==> config.mk <==
export PLATFORM = sky130hd
export DESIGN_NAME = eal_top
export DESIGN_NICKNAME = d
export VERILOG_FILES = /design/src/hdl/eal_pkg.sv /design/src/hdl/eal_ser_if.sv /design/src/hdl/eal_serial.sv /design/src/hdl/eal_top.sv
export VERILOG_INCLUDE_DIRS = /design/src /design/src/hdl
export SDC_FILE = /design/constraint.sdc
export NUM_CORES = 1
export LEC_CHECK = 0
export ABC_AREA = 1
export BUFFER_PORTS_ARGS = -buffer_cell sky130_fd_sc_hd__buf_4
export CORE_MARGIN = 1
export CORE_UTILIZATION = 50
export DETAILED_ROUTE_END_ITERATION = 16
export GPL_ROUTABILITY_DRIVEN = 0
export PLACE_DENSITY = 0.82
export SETUP_SLACK_MARGIN = 0.05
export SYNTH_ARGS = -nofsm -noshare
export SYNTH_HDL_FRONTEND = slang
export SYNTH_SLANG_ARGS = --single-unit
==> constraint.sdc <==
create_clock -name sys_clk -period 4.2 [get_ports sys_clk]
set_input_delay 0.21 -clock sys_clk [delete_from_list [all_inputs] [get_ports sys_clk]]
set_output_delay 0.21 -clock sys_clk [all_outputs]
set_load 0.005 [all_outputs]
==> src/hdl/eal_map.svh <==
`ifndef EAL_MAP_SVH
`define EAL_MAP_SVH
// What this block does
// - Start bit 0 to 1 begins one cycle; direction 0 read, 1 write.
// - Start bit clears itself when the cycle has finished.
// - Bit 2 flags a missing acknowledge; stays 0 otherwise.
// - Bit 3 reads 1 after a successful autoload, else 0.
// - Serial clock is core clock over 4096, 2048, 1024 or 128.
// - Autoload starts after reset only if bit 6 is 0; reset value 0.
// - Fast bit makes autoload 32 times faster; reset value 1.
// - Bit 8 reads 1 while autoload is in progress.
// - Bits 15:9 give the word address of a software cycle.
// - A write cycle sends bits 31:16 to the selected word.

// Register offset and field positions
`define EAL_CTRL_OFS 8'h70
`define EAL_B_START 0
`define EAL_B_DIR 1
`define EAL_B_ERR 2
`define EAL_B_DONE 3
`define EAL_DIV_LO 4
`define EAL_DIV_HI 5
`define EAL_B_ALDIS 6
`define EAL_B_FAST 7
`define EAL_B_ALBUSY 8
`define EAL_ADDR_LO 9
`define EAL_ADDR_HI 15
`define EAL_DATA_LO 16
`define EAL_DATA_HI 31

// Reset values
`define EAL_DIV_RST 2'h0
`define EAL_FAST_RST 1'b1
`define EAL_ADDR_RST 7'h00
`define EAL_DATA_RST 16'h0000

// Clock rates and divider ratios
`define EAL_CORE_MHZ 125
`define EAL_SYS_MHZ 250
`define EAL_DIV_0 4096
`define EAL_DIV_1 2048
`define EAL_DIV_2 1024
`define EAL_DIV_3 128
`define EAL_FAST_SHIFT 5
`define EAL_PHASES 4

// Serial framing
`define EAL_DEV_WR 8'ha0
`define EAL_DEV_RD 8'ha1
`define EAL_BITS 4'h9
`define EAL_AUTO_WORDS 16
`endif

==> src/hdl/eal_pkg.sv <==
package eal_pkg;
    // Byte-level serial operations
    typedef enum logic [1:0] {op_start, op_stop, op_wr, op_rd} eal_op_t;
endpackage : eal_pkg

==> src/hdl/eal_ser_if.sv <==
`timescale 1ns/1ps
interface eal_ser_if;
    logic ce;
    logic go;
    eal_pkg::eal_op_t op;
    logic [7:0] wbyte;
    logic last;
    logic fast;
    logic [1:0] div;
    logic done;
    logic [7:0] rbyte;
    logic nack;
    modport seq (output ce, go, op, wbyte, last, fast, div, input done, rbyte, nack);
    modport eng (input ce, go, op, wbyte, last, fast, div, output done, rbyte, nack);
endinterface : eal_ser_if

==> src/hdl/eal_serial.sv <==
`timescale 1ns/1ps
`include "eal_map.svh"
module eal_serial #(
    parameter int DIV0 = `EAL_DIV_0,
    parameter int DIV1 = `EAL_DIV_1,
    parameter int DIV2 = `EAL_DIV_2,
    parameter int DIV3 = `EAL_DIV_3
) (
    // Clock and reset
    input wire logic sys_clk,
    input wire logic rst,
    // Sequencer side
    eal_ser_if.eng ser,
    // Serial pins
    input wire logic sda_in,
    output logic sda_out,
    output logic sda_oe_n,
    output logic scl_out
);
    import eal_pkg::*;
    localparam int QW = 16;

    logic busy_reg;
    eal_op_t op_reg;
    logic [QW-1:0] cnt_reg;
    logic [QW-1:0] lim_reg;
    logic [1:0] ph_reg;
    logic [3:0] bit_reg;
    logic [8:0] sh_reg;
    logic [8:0] rx_reg;
    logic done_reg;
    logic sda_low;
    logic scl_high;
    logic tick;
    logic bit_end;
    logic op_end;

    // Quarter-bit length in system clocks, less one (counter reload value)
    function automatic logic [QW-1:0] quarter(input logic [1:0] sel, input logic fast);
        int n;
        case (sel)
            2'h0: n = DIV0;
            2'h1: n = DIV1;
            2'h2: n = DIV2;
            default: n = DIV3;
        endcase
        n = n * `EAL_SYS_MHZ / `EAL_CORE_MHZ / `EAL_PHASES;
        if (fast) begin
            n = n >> `EAL_FAST_SHIFT;
        end
        if (n < 1) begin
            n = 1;
        end
        quarter = QW'(n - 1);
    endfunction : quarter

    assign tick = busy_reg && (cnt_reg == '0);
    assign bit_end = tick && (ph_reg == 2'h3);
    assign op_end = bit_end && ((op_reg == op_start) || (op_reg == op_stop)
                                || (bit_reg == `EAL_BITS - 4'h1));

    // Operation, phase and bit counters
    always_ff @(posedge sys_clk) begin
        if (rst) begin
            busy_reg <= 1'b0;
            op_reg <= op_start;
            cnt_reg <= '0;
            lim_reg <= '0;
            ph_reg <= 2'h0;
            bit_reg <= 4'h0;
            sh_reg <= 9'h1ff;
        end else if (ser.ce) begin
            if (!busy_reg && ser.go) begin
                busy_reg <= 1'b1;
                op_reg <= ser.op;
                lim_reg <= quarter(ser.div, ser.fast);
                cnt_reg <= quarter(ser.div, ser.fast);
                ph_reg <= 2'h0;
                bit_reg <= 4'h0;
                sh_reg <= (ser.op == op_rd) ? {8'hff, ser.last} : {ser.wbyte, 1'b1};
            end else if (tick) begin
                cnt_reg <= lim_reg;
                ph_reg <= ph_reg + 2'h1;
                if (op_end) begin
                    busy_reg <= 1'b0;
                end else if (bit_end) begin
                    bit_reg <= bit_reg + 4'h1;
                    sh_reg <= {sh_reg[7:0], 1'b1};
                end
            end else if (busy_reg) begin
                cnt_reg <= cnt_reg - QW'(1);
            end
        end
    end

    // Received bits and completion pulse
    always_ff @(posedge sys_clk) begin
        if (rst) begin
            rx_reg <= 9'h000;
            done_reg <= 1'b0;
        end else if (ser.ce) begin
            done_reg <= op_end;
            if (tick && ph_reg == 2'h1 && (op_reg == op_wr || op_reg == op_rd)) begin
                rx_reg <= {rx_reg[7:0], sda_in};
            end
        end
    end

    // Wanted pin levels by operation and phase
    always_comb begin
        sda_low = !sda_oe_n;
        scl_high = scl_out;
        if (busy_reg) begin
            case (op_reg)
                op_start: begin
                    sda_low = ph_reg[1];
                    scl_high = (ph_reg != 2'h3);
                end
                op_stop: begin
                    sda_low = (ph_reg != 2'h3);
                    scl_high = (ph_reg != 2'h0);
                end
                default: begin
                    sda_low = !sh_reg[8];
                    scl_high = (ph_reg == 2'h1) || (ph_reg == 2'h2);
                end
            endcase
        end
    end

    // Pin flops; bus idles released and high
    always_ff @(posedge sys_clk) begin
        if (rst) begin
            sda_oe_n <= 1'b1;
            scl_out <= 1'b1;
        end else if (ser.ce) begin
            sda_oe_n <= !sda_low;
            scl_out <= scl_high;
        end
    end

    assign sda_out = 1'b0;
    assign ser.done = done_reg;
    assign ser.rbyte = rx_reg[8:1];
    assign ser.nack = rx_reg[0];
endmodule : eal_serial

==> src/hdl/eal_top.sv <==
// Register access over APB is this design's own decision.
`timescale 1ns/1ps
`include "eal_map.svh"
module eal_top #(
    parameter int DIV0 = `EAL_DIV_0,
    parameter int DIV1 = `EAL_DIV_1,
    parameter int DIV2 = `EAL_DIV_2,
    parameter int DIV3 = `EAL_DIV_3,
    parameter int AUTO_WORDS = `EAL_AUTO_WORDS
) (
    // Clock, reset, enable
    input wire logic sys_clk,
    input wire logic rst,
    input wire logic ce,
    // APB slave
    input wire logic psel,
    input wire logic penable,
    input wire logic pwrite,
    input wire logic [7:0] paddr,
    input wire logic [31:0] pwdata,
    output logic [31:0] prdata,
    output logic pready,
    output logic pslverr,
    // EEPROM serial pins
    input wire logic sda_in,
    output logic sda_out,
    output logic sda_oe_n,
    output logic scl_out,
    // Autoloaded configuration words
    output logic cfg_wr,
    output logic [6:0] cfg_addr,
    output logic [15:0] cfg_data
);
    import eal_pkg::*;

    typedef enum logic [3:0] {
        st_boot,
        st_idle,
        st_start,
        st_devw,
        st_waddr,
        st_wdhi,
        st_wdlo,
        st_rstart,
        st_devr,
        st_rdhi,
        st_rdlo,
        st_stop,
        st_done
    } eal_state_t;

    // Control and status fields
    logic start_reg;
    logic dir_reg;
    logic err_reg;
    logic done_reg;
    logic [1:0] div_reg;
    logic aldis_reg;
    logic fast_reg;
    logic [6:0] addr_reg;
    logic [15:0] data_reg;

    // Sequencer state
    eal_state_t st_reg;
    logic wait_reg;
    logic al_reg;
    logic fail_reg;
    logic [6:0] word_reg;
    logic [15:0] rdat_reg;

    // Bus decode
    logic acc;
    logic wr_en;
    logic [31:0] rd_word;

    // Sequencer command
    logic issuing;
    logic is_wr_op;
    logic step;
    logic bad_ack;
    logic last_word;

    eal_ser_if ser ();

    // Register offset decode
    function automatic logic is_ctrl(input logic [7:0] a);
        is_ctrl = (a == `EAL_CTRL_OFS);
    endfunction : is_ctrl

    // APB handshake, always zero wait
    assign acc = psel && penable;
    assign pready = 1'b1;
    assign pslverr = acc && !is_ctrl(paddr);
    assign wr_en = acc && pwrite && is_ctrl(paddr);

    // Read view of the control word
    always_comb begin
        rd_word = 32'h0000_0000;
        rd_word[`EAL_B_START] = start_reg;
        rd_word[`EAL_B_DIR] = dir_reg;
        rd_word[`EAL_B_ERR] = err_reg;
        rd_word[`EAL_B_DONE] = done_reg;
        rd_word[`EAL_DIV_HI:`EAL_DIV_LO] = div_reg;
        rd_word[`EAL_B_ALDIS] = aldis_reg;
        rd_word[`EAL_B_FAST] = fast_reg;
        rd_word[`EAL_B_ALBUSY] = al_reg;
        rd_word[`EAL_ADDR_HI:`EAL_ADDR_LO] = addr_reg;
        rd_word[`EAL_DATA_HI:`EAL_DATA_LO] = data_reg;
    end

    // Read data captured in the setup phase
    always_ff @(posedge sys_clk) begin
        if (rst) begin
            prdata <= 32'h0000_0000;
        end else if (ce) begin
            if (psel && !penable && !pwrite) begin
                prdata <= is_ctrl(paddr) ? rd_word : 32'h0000_0000;
            end
        end
    end

    // Settings that may change at any time
    always_ff @(posedge sys_clk) begin
        if (rst) begin
            div_reg <= `EAL_DIV_RST;
            aldis_reg <= 1'b0;
            fast_reg <= `EAL_FAST_RST;
        end else if (ce) begin
            if (wr_en) begin
                div_reg <= pwdata[`EAL_DIV_HI:`EAL_DIV_LO];
                aldis_reg <= pwdata[`EAL_B_ALDIS];
                fast_reg <= pwdata[`EAL_B_FAST];
            end
        end
    end

    // Cycle fields, frozen while a cycle is pending
    always_ff @(posedge sys_clk) begin
        if (rst) begin
            dir_reg <= 1'b0;
            addr_reg <= `EAL_ADDR_RST;
        end else if (ce) begin
            if (wr_en && !start_reg) begin
                dir_reg <= pwdata[`EAL_B_DIR];
                addr_reg <= pwdata[`EAL_ADDR_HI:`EAL_ADDR_LO];
            end
        end
    end

    // Start bit: set by software edge, cleared at finish
    always_ff @(posedge sys_clk) begin
        if (rst) begin
            start_reg <= 1'b0;
        end else if (ce) begin
            if (start_reg) begin
                if (st_reg == st_done && !al_reg) begin
                    start_reg <= 1'b0;
                end
            end else if (wr_en && pwdata[`EAL_B_START]) begin
                start_reg <= 1'b1;
            end
        end
    end

    // Data field: software value or returned word
    always_ff @(posedge sys_clk) begin
        if (rst) begin
            data_reg <= `EAL_DATA_RST;
        end else if (ce) begin
            if (st_reg == st_done && !al_reg && start_reg) begin
                if (!dir_reg && !fail_reg) begin
                    data_reg <= rdat_reg;
                end
            end else if (wr_en && !start_reg) begin
                data_reg <= pwdata[`EAL_DATA_HI:`EAL_DATA_LO];
            end
        end
    end

    // Command issued in each serial state
    always_comb begin
        issuing = 1'b1;
        is_wr_op = 1'b1;
        ser.op = op_wr;
        ser.wbyte = 8'hff;
        ser.last = 1'b0;
        case (st_reg)
            st_start, st_rstart: begin
                ser.op = op_start;
                is_wr_op = 1'b0;
            end
            st_devw: ser.wbyte = `EAL_DEV_WR;
            st_waddr: ser.wbyte = {1'b0, word_reg};
            st_wdhi: ser.wbyte = data_reg[15:8];
            st_wdlo: ser.wbyte = data_reg[7:0];
            st_devr: ser.wbyte = `EAL_DEV_RD;
            st_rdhi: begin
                ser.op = op_rd;
                is_wr_op = 1'b0;
            end
            st_rdlo: begin
                ser.op = op_rd;
                ser.last = 1'b1;
                is_wr_op = 1'b0;
            end
            st_stop: begin
                ser.op = op_stop;
                is_wr_op = 1'b0;
            end
            default: begin
                issuing = 1'b0;
                is_wr_op = 1'b0;
            end
        endcase
    end

    // Engine hookup
    assign ser.ce = ce;
    assign ser.go = issuing && !wait_reg;
    assign ser.div = div_reg;
    assign ser.fast = fast_reg && al_reg;
    assign step = wait_reg && ser.done;
    assign bad_ack = step && is_wr_op && ser.nack;
    assign last_word = (word_reg == 7'(AUTO_WORDS - 1));

    // Issue and wait handshake
    always_ff @(posedge sys_clk) begin
        if (rst) begin
            wait_reg <= 1'b0;
        end else if (ce) begin
            if (ser.go) begin
                wait_reg <= 1'b1;
            end else if (ser.done) begin
                wait_reg <= 1'b0;
            end
        end
    end

    // Transaction sequencer
    always_ff @(posedge sys_clk) begin
        if (rst) begin
            st_reg <= st_boot;
            al_reg <= 1'b0;
            fail_reg <= 1'b0;
            word_reg <= 7'h00;
            rdat_reg <= 16'h0000;
        end else if (ce) begin
            case (st_reg)
                st_boot: begin
                    if (!aldis_reg) begin
                        al_reg <= 1'b1;
                        fail_reg <= 1'b0;
                        word_reg <= 7'h00;
                        st_reg <= st_start;
                    end else begin
                        st_reg <= st_idle;
                    end
                end
                st_idle: begin
                    if (start_reg) begin
                        word_reg <= addr_reg;
                        fail_reg <= 1'b0;
                        st_reg <= st_start;
                    end
                end
                st_done: begin
                    if (al_reg && !fail_reg && !last_word) begin
                        word_reg <= word_reg + 7'h01;
                        st_reg <= st_start;
                    end else begin
                        al_reg <= 1'b0;
                        st_reg <= st_idle;
                    end
                end
                default: begin
                    if (bad_ack) begin
                        fail_reg <= 1'b1;
                        st_reg <= st_stop;
                    end else if (step) begin
                        case (st_reg)
                            st_start: st_reg <= st_devw;
                            st_devw: st_reg <= st_waddr;
                            st_waddr: st_reg <= (dir_reg && !al_reg) ? st_wdhi : st_rstart;
                            st_wdhi: st_reg <= st_wdlo;
                            st_wdlo: st_reg <= st_stop;
                            st_rstart: st_reg <= st_devr;
                            st_devr: st_reg <= st_rdhi;
                            st_rdhi: begin
                                rdat_reg[15:8] <= ser.rbyte;
                                st_reg <= st_rdlo;
                            end
                            st_rdlo: begin
                                rdat_reg[7:0] <= ser.rbyte;
                                st_reg <= st_stop;
                            end
                            st_stop: st_reg <= st_done;
                            default: st_reg <= st_idle;
                        endcase
                    end
                end
            endcase
        end
    end

    // Error flag: cleared at cycle start, set on missing acknowledge
    always_ff @(posedge sys_clk) begin
        if (rst) begin
            err_reg <= 1'b0;
        end else if (ce) begin
            if (bad_ack) begin
                err_reg <= 1'b1;
            end else if ((st_reg == st_idle && start_reg) || (st_reg == st_boot && !aldis_reg)) begin
                err_reg <= 1'b0;
            end
        end
    end

    // Autoload success flag
    always_ff @(posedge sys_clk) begin
        if (rst) begin
            done_reg <= 1'b0;
        end else if (ce) begin
            if (st_reg == st_done && al_reg && !fail_reg && last_word) begin
                done_reg <= 1'b1;
            end
        end
    end

    // Autoloaded word strobe
    always_ff @(posedge sys_clk) begin
        if (rst) begin
            cfg_wr <= 1'b0;
            cfg_addr <= 7'h00;
            cfg_data <= 16'h0000;
        end else if (ce) begin
            cfg_wr <= 1'b0;
            if (st_reg == st_done && al_reg && !fail_reg) begin
                cfg_wr <= 1'b1;
                cfg_addr <= word_reg;
                cfg_data <= rdat_reg;
            end
        end
    end

    // Bit-level serial engine
    eal_serial #(
        .DIV0(DIV0),
        .DIV1(DIV1),
        .DIV2(DIV2),
        .DIV3(DIV3)
    ) u_serial (
        .sys_clk(sys_clk),
        .rst(rst),
        .ser(ser.eng),
        .sda_in(sda_in),
        .sda_out(sda_out),
        .sda_oe_n(sda_oe_n),
        .scl_out(scl_out)
    );
endmodule : eal_top

Word level (Yosys, flattened, before mapping)
Cells that the tools add are included.
- word-level logic and storage cells: 236
- input port bits: 47
- output and inout port bits: 61
- register bits: 179
- magnitude comparators: 1
- multiplexer cells: 68
- reductions and logical operators: 93
- equal/unequal tests: 31
- multiply operators: 1
- bitwise gates (word level): 4
- add/sub/neg operators: 6
- div/mod/pow operators: 1
- operators by type and width (cell ; count):
    $mux 32 ; 8
    $mux 16 ; 10
    $mux 9 ; 5
    $pmux 8 s5 ; 1
    $pmux 13 s3 ; 1
    $pmux 4 s9 ; 1
    $add 32x1->32 ; 1
    $div 32x8->32 const B ; 1
    $lt 32x2->1 const B ; 1
    $mul 32x8->31 const B ; 1
    $logic_and 1x1->1 ; 30
    $mux 4 ; 7
    $eq 4x4->1 const B ; 6
    $reduce_and 2->1 ; 12
    $mux 7 ; 3
    $pmux 7 s3 ; 1
    $mux 1 ; 20
    $reduce_and 5->1 ; 4
    $eq 4x3->1 const B ; 4
    $logic_not 16->1 ; 1
    $reduce_bool 2->1 ; 8
    $sub 16x1->16 const B ; 1
    $sub 16x2->16 const B ; 1
    $logic_not 1->1 ; 14
    other kinds (29) ; 63

Longest topological paths before layout
Gate-level depths: netlist (run 1).
- word-level depth: 24
- mapped depth: 37
- depth with buffers taken out: 37

By module
Synthesis (run 1) repeated with hierarchy kept, for this count alone.
- cells, all modules: 1401
- area total of the unflattened synthesis: 9654.3 sq um
- modules (own cells, without submodules) (module ; cells an instance ; times used ; sequential area each (sq um) ; area an instance (sq um)):
    eal_top ; 754 ; 1 ; 2342.2 ; 5310.1
    eal_serial ; 647 ; 1 ; 1241.2 ; 4344.2

Worst setup path after synthesis (run 1)
No wires, ideal clock.
- path type: reg-to-reg
- from: register div_reg[0]
- to: register u_serial.cnt_reg[6]
- setup slack: -0.304 ns
- buffers on the path: 0
- library setup time: 0.070 ns
- clock period less this slack: 4.504 ns
- arrival time: 4.434 ns
- required time: 4.130 ns
- stages on the path, launching flop included: 29
- path through: dfxtp_1 -> inv_1 -> ha_1 -> ha_1 -> ha_1 -> ha_1 -> ha_1 -> ha_1 -> o21ai_0 -> nand4_1 -> nand2_2 -> nand3_2 -> nor2_2 -> inv_1 -> nand2_1 -> nand3_1 -> nand2_1 -> nand2_2 -> nand2_4 -> nand2_4 -> nand3_4 -> o31ai_1 -> a21oi_1 -> ha_1 -> nand2_4 -> nor2_4 -> xnor2_1 -> nand2_1 -> a21oi_1
- word-level cells in the longest chain between the ends: 21
- elaborated cells between the ends (all ways): 23
- those cells by class: 2 x add/sub; 1 x mul; 1 x div; 1 x order compare; 2 x eq/ne; 13 x mux; 1 x bitwise; 2 x reduce/logical
- ends and longest elaborated chain (item ; RTL line ; text):
    start: declaration ; eal_top.sv:57 ; logic [1:0] div_reg;
    start signal: assignment ; eal_top.sv:125 ; div_reg <= `EAL_DIV_RST;
    start signal: assignment ; eal_top.sv:130 ; div_reg <= pwdata[`EAL_DIV_HI:`EAL_DIV_LO];
    $eq 2x2->1 (tied with other cells) ; eal_serial.sv:41 ; case (sel)
    $pmux 13 s3 (*) ; eal_serial.sv:41 ;
    $mux 32 (*) ; eal_serial.sv:73 ; if (!busy_reg && ser.go) begin
    $mux 32 (*) ; eal_serial.sv:72 ; end else if (ser.ce) begin
    $mux 32 (*) ; eal_serial.sv:64 ; if (rst) begin
    $mul 32x8->31 (no source line) (*) ; n/a ;
    $div 32x8->32 (no source line) (*) ; n/a ;
    $reduce_or 2->1 (no source line) ; n/a ;
    (+5 left out) ; n/a ;
    $mux 32 (*) ; eal_serial.sv:64 ;
    $lt 32x2->1 ; eal_serial.sv:51 ; if (n < 1) begin
    $mux 16 (*) ; eal_serial.sv:51 ;
    $mux 16 (*) ; eal_serial.sv:73 ;
    $mux 16 (*) ; eal_serial.sv:72 ;
    $mux 16 (*) ; eal_serial.sv:64 ;
    $sub 16x2->16 (*) ; eal_serial.sv:54 ; quarter = QW'(n - 1);
    $mux 16 (*) ; eal_serial.sv:73 ;
    end signal: assignment ; eal_serial.sv:77 ; cnt_reg <= quarter(ser.div, ser.fast);
    end signal: assignment ; eal_serial.sv:82 ; cnt_reg <= lim_reg;
    end signal: assignment ; eal_serial.sv:91 ; cnt_reg <= cnt_reg - QW'(1);
    end: declaration ; eal_serial.sv:25 ; logic [QW-1:0] cnt_reg;
Mark *: on every way between the ends. The rest lies on a longest branch, timed or not. The select of a mux whose other input is x is not followed.
A chain may end at the register's enable or synchronous reset.

Worst setup path after layout (run 1)
- from: register div_reg[0]
- to: register u_serial.cnt_reg[10]
Same word-level chain as after synthesis.

==> results.toml, run 1 <==
[run_status]
status = "finished, violations left"
violations = "negative setup slack"

[finish]
antenna_cells = 0
top_register = "prdata"
drive_above_1_share_pct = 17.90
final_nets = 1414
multi_input_area_um2 = 4736
nFillCells = 1475
area_delta_synth_final_pct = 22.18
largest_reg_flops = 32
postLayoutCellArea_um2 = 10810
register_area_um2 = 3591

[min_path]
hold_class = "input port to register"

[synthesis]
yosysTopAreaCellShare_pct = 40.49
ys.flop_type = "dfxtp_1"
post-synth-top-count-cell = "nand2_1"
synthArstFlopShare_pct = 0
syn_area_um2 = 8851
synth.yosys.seq_area_share_pct = 40.49
synth_edf_count = 0
synth_cell_types = 51
syn_nets = 1317
synth_area_leaders = "dfxtp_1, nand2_1, o21ai_0"
synthCells = 1242
synth_warnings = 0
synth_commonest_cells = "nand2_1, dfxtp_1, o21ai_0"
synth_area_leader_cell = "dfxtp_1"
synth_seq_cells = 179
avgSynthCellArea_um2 = 7.126

[die]
rows = 48
dieWidth_um = 135.1
die_area_um2 = 18240
ios = 108
initial_utilization_pct = 51.17
dieHeight_um = 135.1
core-area_um2 = 17300

[placed_design]
hpwlAfterDp_mm = 16.53
placed_area_um2 = 9887
port_buffers = 102

[sta]
slew_headroom_pct = 22.34
hold_viol_final = 0
setup-violations-final = 5
fin_ws_ps = -50.98
slew_viol_final = 0
finalClockSkew_ps = 16.66
rsz0062_at_grt = "true"
worst_pin_slew_ps = 1164
fin_crit_ps = 4251
fmax_mhz = 235.2
fin_crit_sh_pct = 101.2
tns_ps = -178.8

[critical_path]
end_kind = "register"
crit_type = "register to register"
critPathMaxStageDelay_ps = 390
worstPathMaxFanout = 6
start_kind = "register"
crit_top_cell = "ha_4"
slowest_stage = "dfxtp_4"
worst_ep_required_time_ps = 4520
cp.arrival_ps = 4570

[global_route]
grt_pass1_vias = 8059
grt_max_degree = 109
grt_pass1_wl_mm = 39.30
grt_usage_pct = 26.90
antenna_found_initial = 0
grt.overflow.total = 0

[detailed_routing]
drt_iter0_drc = 868
via_per_inst = 5.691
firstDrtPassIters = 9
antenna_left = 0
avgRoutedWirePerCell_um = 15.67
remaining_drc_errors = 0
vias = 8974
wl_mm = 24.71

[cts]
clk_path_buf_depth = 2
numCtsBuffers = 17
htreeDepth = 4
cts.sink_count = 179
cts_tree = "yes"
clk_latency_ps = 440
root_buffer = "clkbuf_16"
clk_pin_slew_worst_paths_ps = 80

[power_and_ir_drop]
p_leak_nw = 4.620
ir_worst_vdd_mv = 0.3553
total_power_mw = 5.858
power_density_nw_per_um2 = 541.7

[job]
drv_cap = 0
## through the flow
step | std cells | hold slack [ps] | util [%] | setup WS (ps)
final | 1577 | 19.18 | 62.52 | -50.98
after global routing | 1577 | 21.89 | 62.52 | -276.9
after CTS | 1569 | 7.014 | 61.36 | 64.61
after detailed placement | 1532 | 437.8 | 57.16 | -66.22
after global placement | 1532 | 431.7 | 57.16 | 60.57
after floorplan | 1242 | 336.3 | - | 54.91
## cell families after synthesis
group,synth area share [%]
simple gates,21.43
fa+ha+maj,3.958
compound gates,24.29
other cells,0.08485
xor+xnor,0.9895
flops,40.49
buf+inv,8.764
## area by class of cell
cell class / count / area share [%]
Inverter: 143 / 5.010
Clock inverter: 15 / 1.840
Timing Repair Buffer: 136 / 9.615
Tap cell: 225 / 2.603
Sequential cell: 179 / 33.21
Multi-Input combinational cell: 862 / 43.79
Clock buffer: 17 / 3.934
## worst max-delay path: cells and delay by family (launching register included)
kind	cells	cell delay (ps)
adder cells (fa/ha/maj)	6	1410
AND/OR/NAND/NOR	16	1420
flip-flops	1	390
buffers and inverters	6	380
AO/OA/AOI/OAI	5	510
## power by group
group | total (mW) | internal (mW) | switching (mW)
registers | 2.10 | 1.92 | 0.176
clock network | 1.64 | 0.823 | 0.819
logic | 2.12 | 0.754 | 1.36
total | 5.86 | 3.50 | 2.36
## per-layer routing
layer  up-vias  GRT usage (%)  share of wire (%)
met5         -              0                  0
met3        82          4.617                6.3
met1      4113          35.78                 44
li1       4381              -                  -
met4         0          10.86                3.1
met2       398          43.24                 46
## placed cells by master (no fill, tap or decap), types with 4 or more instances in the layout
master / n
inv_8: 6
o221ai_1: 8
a221oi_1: 5
a21oi_2: 8
nor2_2: 5
inv_2: 7
nor2_1: 108
o21ai_0: 149
a211oi_1: 18
xnor2_1: 5
clkbuf_16: 17
nand2_2: 13
clkinv_8: 5
nand2_1: 216
xor2_1: 4
buf_4: 130
dfxtp_1: 177
o211ai_1: 13
nor4_1: 4
ha_4: 10
ha_1: 17
nor3_1: 8
nand4_1: 8
o21ai_2: 6
a21oi_1: 120
nand3_1: 61
clkinv_1: 4
a31oi_1: 27
nand3_2: 5
inv_1: 130
nand2_4: 5
## worst paths after layout
| check | startpoint | endpoint | slack (ps) | cells after the start |
|---|---|---|---|---|
| max reg2reg | div_reg[0] | u_serial.cnt_reg[10] | -50 | 33 |
| max | div_reg[0] | u_serial.cnt_reg[10] | -50 | 33 |
| min reg2reg | u_serial.lim_reg[12] | u_serial.lim_reg[12] | 460 | 2 |
| min | pwdata[12] | addr_reg[3] | 20 | 3 |
## what timing repair did
item                       4_1_cts  5_1_grt
buffers inserted                 2        8
setup endpoints to repair       13       26
resized for setup                7       33
pin swaps                        6       22
hold endpoints to repair         3        0
hold buffers                     3        0
cloned                           0        0
(Power assumes the default switching activity.)
==> run 2: changes to the inputs <==
SETUP_SLACK_MARGIN = unset   (was 0.05)
==> run 2 against run 1 <==
The run still ends with negative setup slack left. Clock power barely moved. Highest routed layer unchanged. First-iteration DRC count rose by 7.3%. Sequential power barely moved. Via count fell by 0.28%.
==> results.toml, run 2 (same netlist as run 1, synthesis figures left out) <==
[critical_path]
worst_ep_required_time_ps = 4560
endpoint = "u_serial.cnt_reg[2]"
r2r-end = "u_serial.cnt_reg[2]"
crit_type = "register to register"
setup.worst_path.start = "div_reg[1]"
r2r_start = "div_reg[1]"
worstPathMaxFanout = 5
start_kind = "register"
r2r_cells = 33
rrSetupSlack_ps = -20
end_kind = "register"
slowest_stage = "dfxtp_4"
critPathMaxStageDelay_ps = 360
cp.arrival_ps = 4580

[global_route]
grt_pass1_wl_mm = 38.96
met1_usage_pct = 35.36
antenna_found_initial = 0
grt_busiest_layer = "met2"
met2_usage_pct = 42.96
grt.overflow.total = 0
grt_max_degree = 103
grt_pass1_vias = 7965
use_met3_pct = 5.105
grt_usage_pct = 26.66

[min_path]
hold_class = "input port to register"

[detailed_routing]
antenna_left = 0
avgRoutedWirePerCell_um = 15.55
remaining_drc_errors = 0
wl_mm = 24.44
via_per_inst = 5.693
vias = 8949
drt_iter0_drc = 931
firstDrtPassIters = 5

[cts]
numCtsBuffers = 17
clk_pin_slew_worst_paths_ps = 80
clk_latency_ps = 440
cts.sink_count = 179
root_buffer = "clkbuf_16"
cts_tree = "yes"
htreeDepth = 4
clk_path_buf_depth = 2

[die]
core-area_um2 = 17300
die_area_um2 = 18240
rows = 48
dieHeight_um = 135.1
dieWidth_um = 135.1
ios = 108
initial_utilization_pct = 51.17

[sta]
worst_pin_slew_ps = 1097
fin_crit_sh_pct = 100.5
slew_headroom_pct = 26.82
rsz0062_at_grt = "true"
setup-violations-final = 1
slew_viol_final = 0
finalClockSkew_ps = 12.68
fin_crit_ps = 4220
tns_ps = -20.04
hold-worst-slack_ps = 9.429
fin_ws_ps = -20.04
hold_viol_final = 0
fmax_mhz = 237.0

[finish]
top_register = "prdata"
final_common_cell = "nand2_1"
final_util_pct = 62.38
final_cell_mix = "nand2_1, dfxtp_1, o21ai_0"
final_nets = 1409
largest_reg_flops = 32
nFillCells = 1484
final_cells = 1572
antenna_cells = 0
drive_above_1_share_pct = 17.15
area_delta_synth_final_pct = 21.90
postLayoutCellArea_um2 = 10790

[placed_design]
port_buffers = 102
hpwlAfterDp_mm = 16.58
placed_area_um2 = 9899
dpl.cell_count = 1532
pre_cts_ws_ps = -171.2

[power_and_ir_drop]
p_seq_share_pct = 35.7
power_density_nw_per_um2 = 543.6
ir_worst_vdd_mv = 0.3917
total_power_mw = 5.865
p_leak_nw = 4.599
pwr-share-clk_pct = 28.5
intPower_mw = 3.488
p_sw_mw = 2.377
p_comb_share_pct = 35.8
p_sw_share_pct = 40.52

[run_status]
violations = "negative setup slack"
status = "finished, violations left"

[job]
drv_cap = 0
[run 2: power groups by stage]
stage                     Sequential [mW]  Clock [mW]  Combinational (mW)
after global routing                 2.12        1.76                2.36
after global placement               2.12           0                1.93
after CTS                            2.09        1.68                2.02
after floorplan                      2.07           0                1.53
final                                2.10        1.67                2.10
after detailed placement             2.12           0                1.98
[run 2: routing by layer]
metal,share of wire [%],vias up,wire [um]
li1,-,4364,-
met1,44,4153,10640
met2,47,373,11470
met3,6.9,59,1680
met4,2.7,0,655
met5,0,-,0
[run 2: worst min-delay path by stage]
stage	start	endpoint	slack (ps)	cells after the start
finish	pwdata[11]	addr_reg[2]	9	3
global route	pwdata[10]	addr_reg[1]	10	3
CTS	pwdata[7]	fast_reg	2	3
detailed placement	u_serial.lim_reg[11]	u_serial.lim_reg[11]	440	2
global placement	u_serial.lim_reg[11]	u_serial.lim_reg[11]	430	2
floorplan	pwdata[7]	fast_reg	340	2
[run 2: cell type report]
| class | instances | area (um2) | share of cell area (%) |
|---|---|---|---|
| multi-input cells | 862 | 4718 | 43.73 |
| flip-flops and latches | 179 | 3591 | 33.28 |
| repair buffers | 131 | 1010 | 9.359 |
| inverters | 143 | 539.3 | 4.998 |
| clock buffers | 17 | 425.4 | 3.943 |
| well taps | 225 | 281.5 | 2.609 |
| clock inverters | 15 | 224.0 | 2.076 |
[run 2: critical path: cells and delay by family (launching register included)]
| kind | cells | cell delay, ps |
|---|---|---|
| buf+inv | 9 | 840 |
| flops | 1 | 360 |
| fa+ha+maj | 6 | 1370 |
| compound gates | 3 | 330 |
| simple gates | 14 | 1050 |
| xor+xnor | 1 | 190 |
[run 2: what timing repair did]
action | in CTS | in global routing
gates resized for setup | 3 | 29
pin swaps | 4 | 21
endpoints found under the setup margin | 14 | 23
setup buffers | 2 | 2
hold endpoints to repair | 4 | 0
hold buffers | 4 | 0
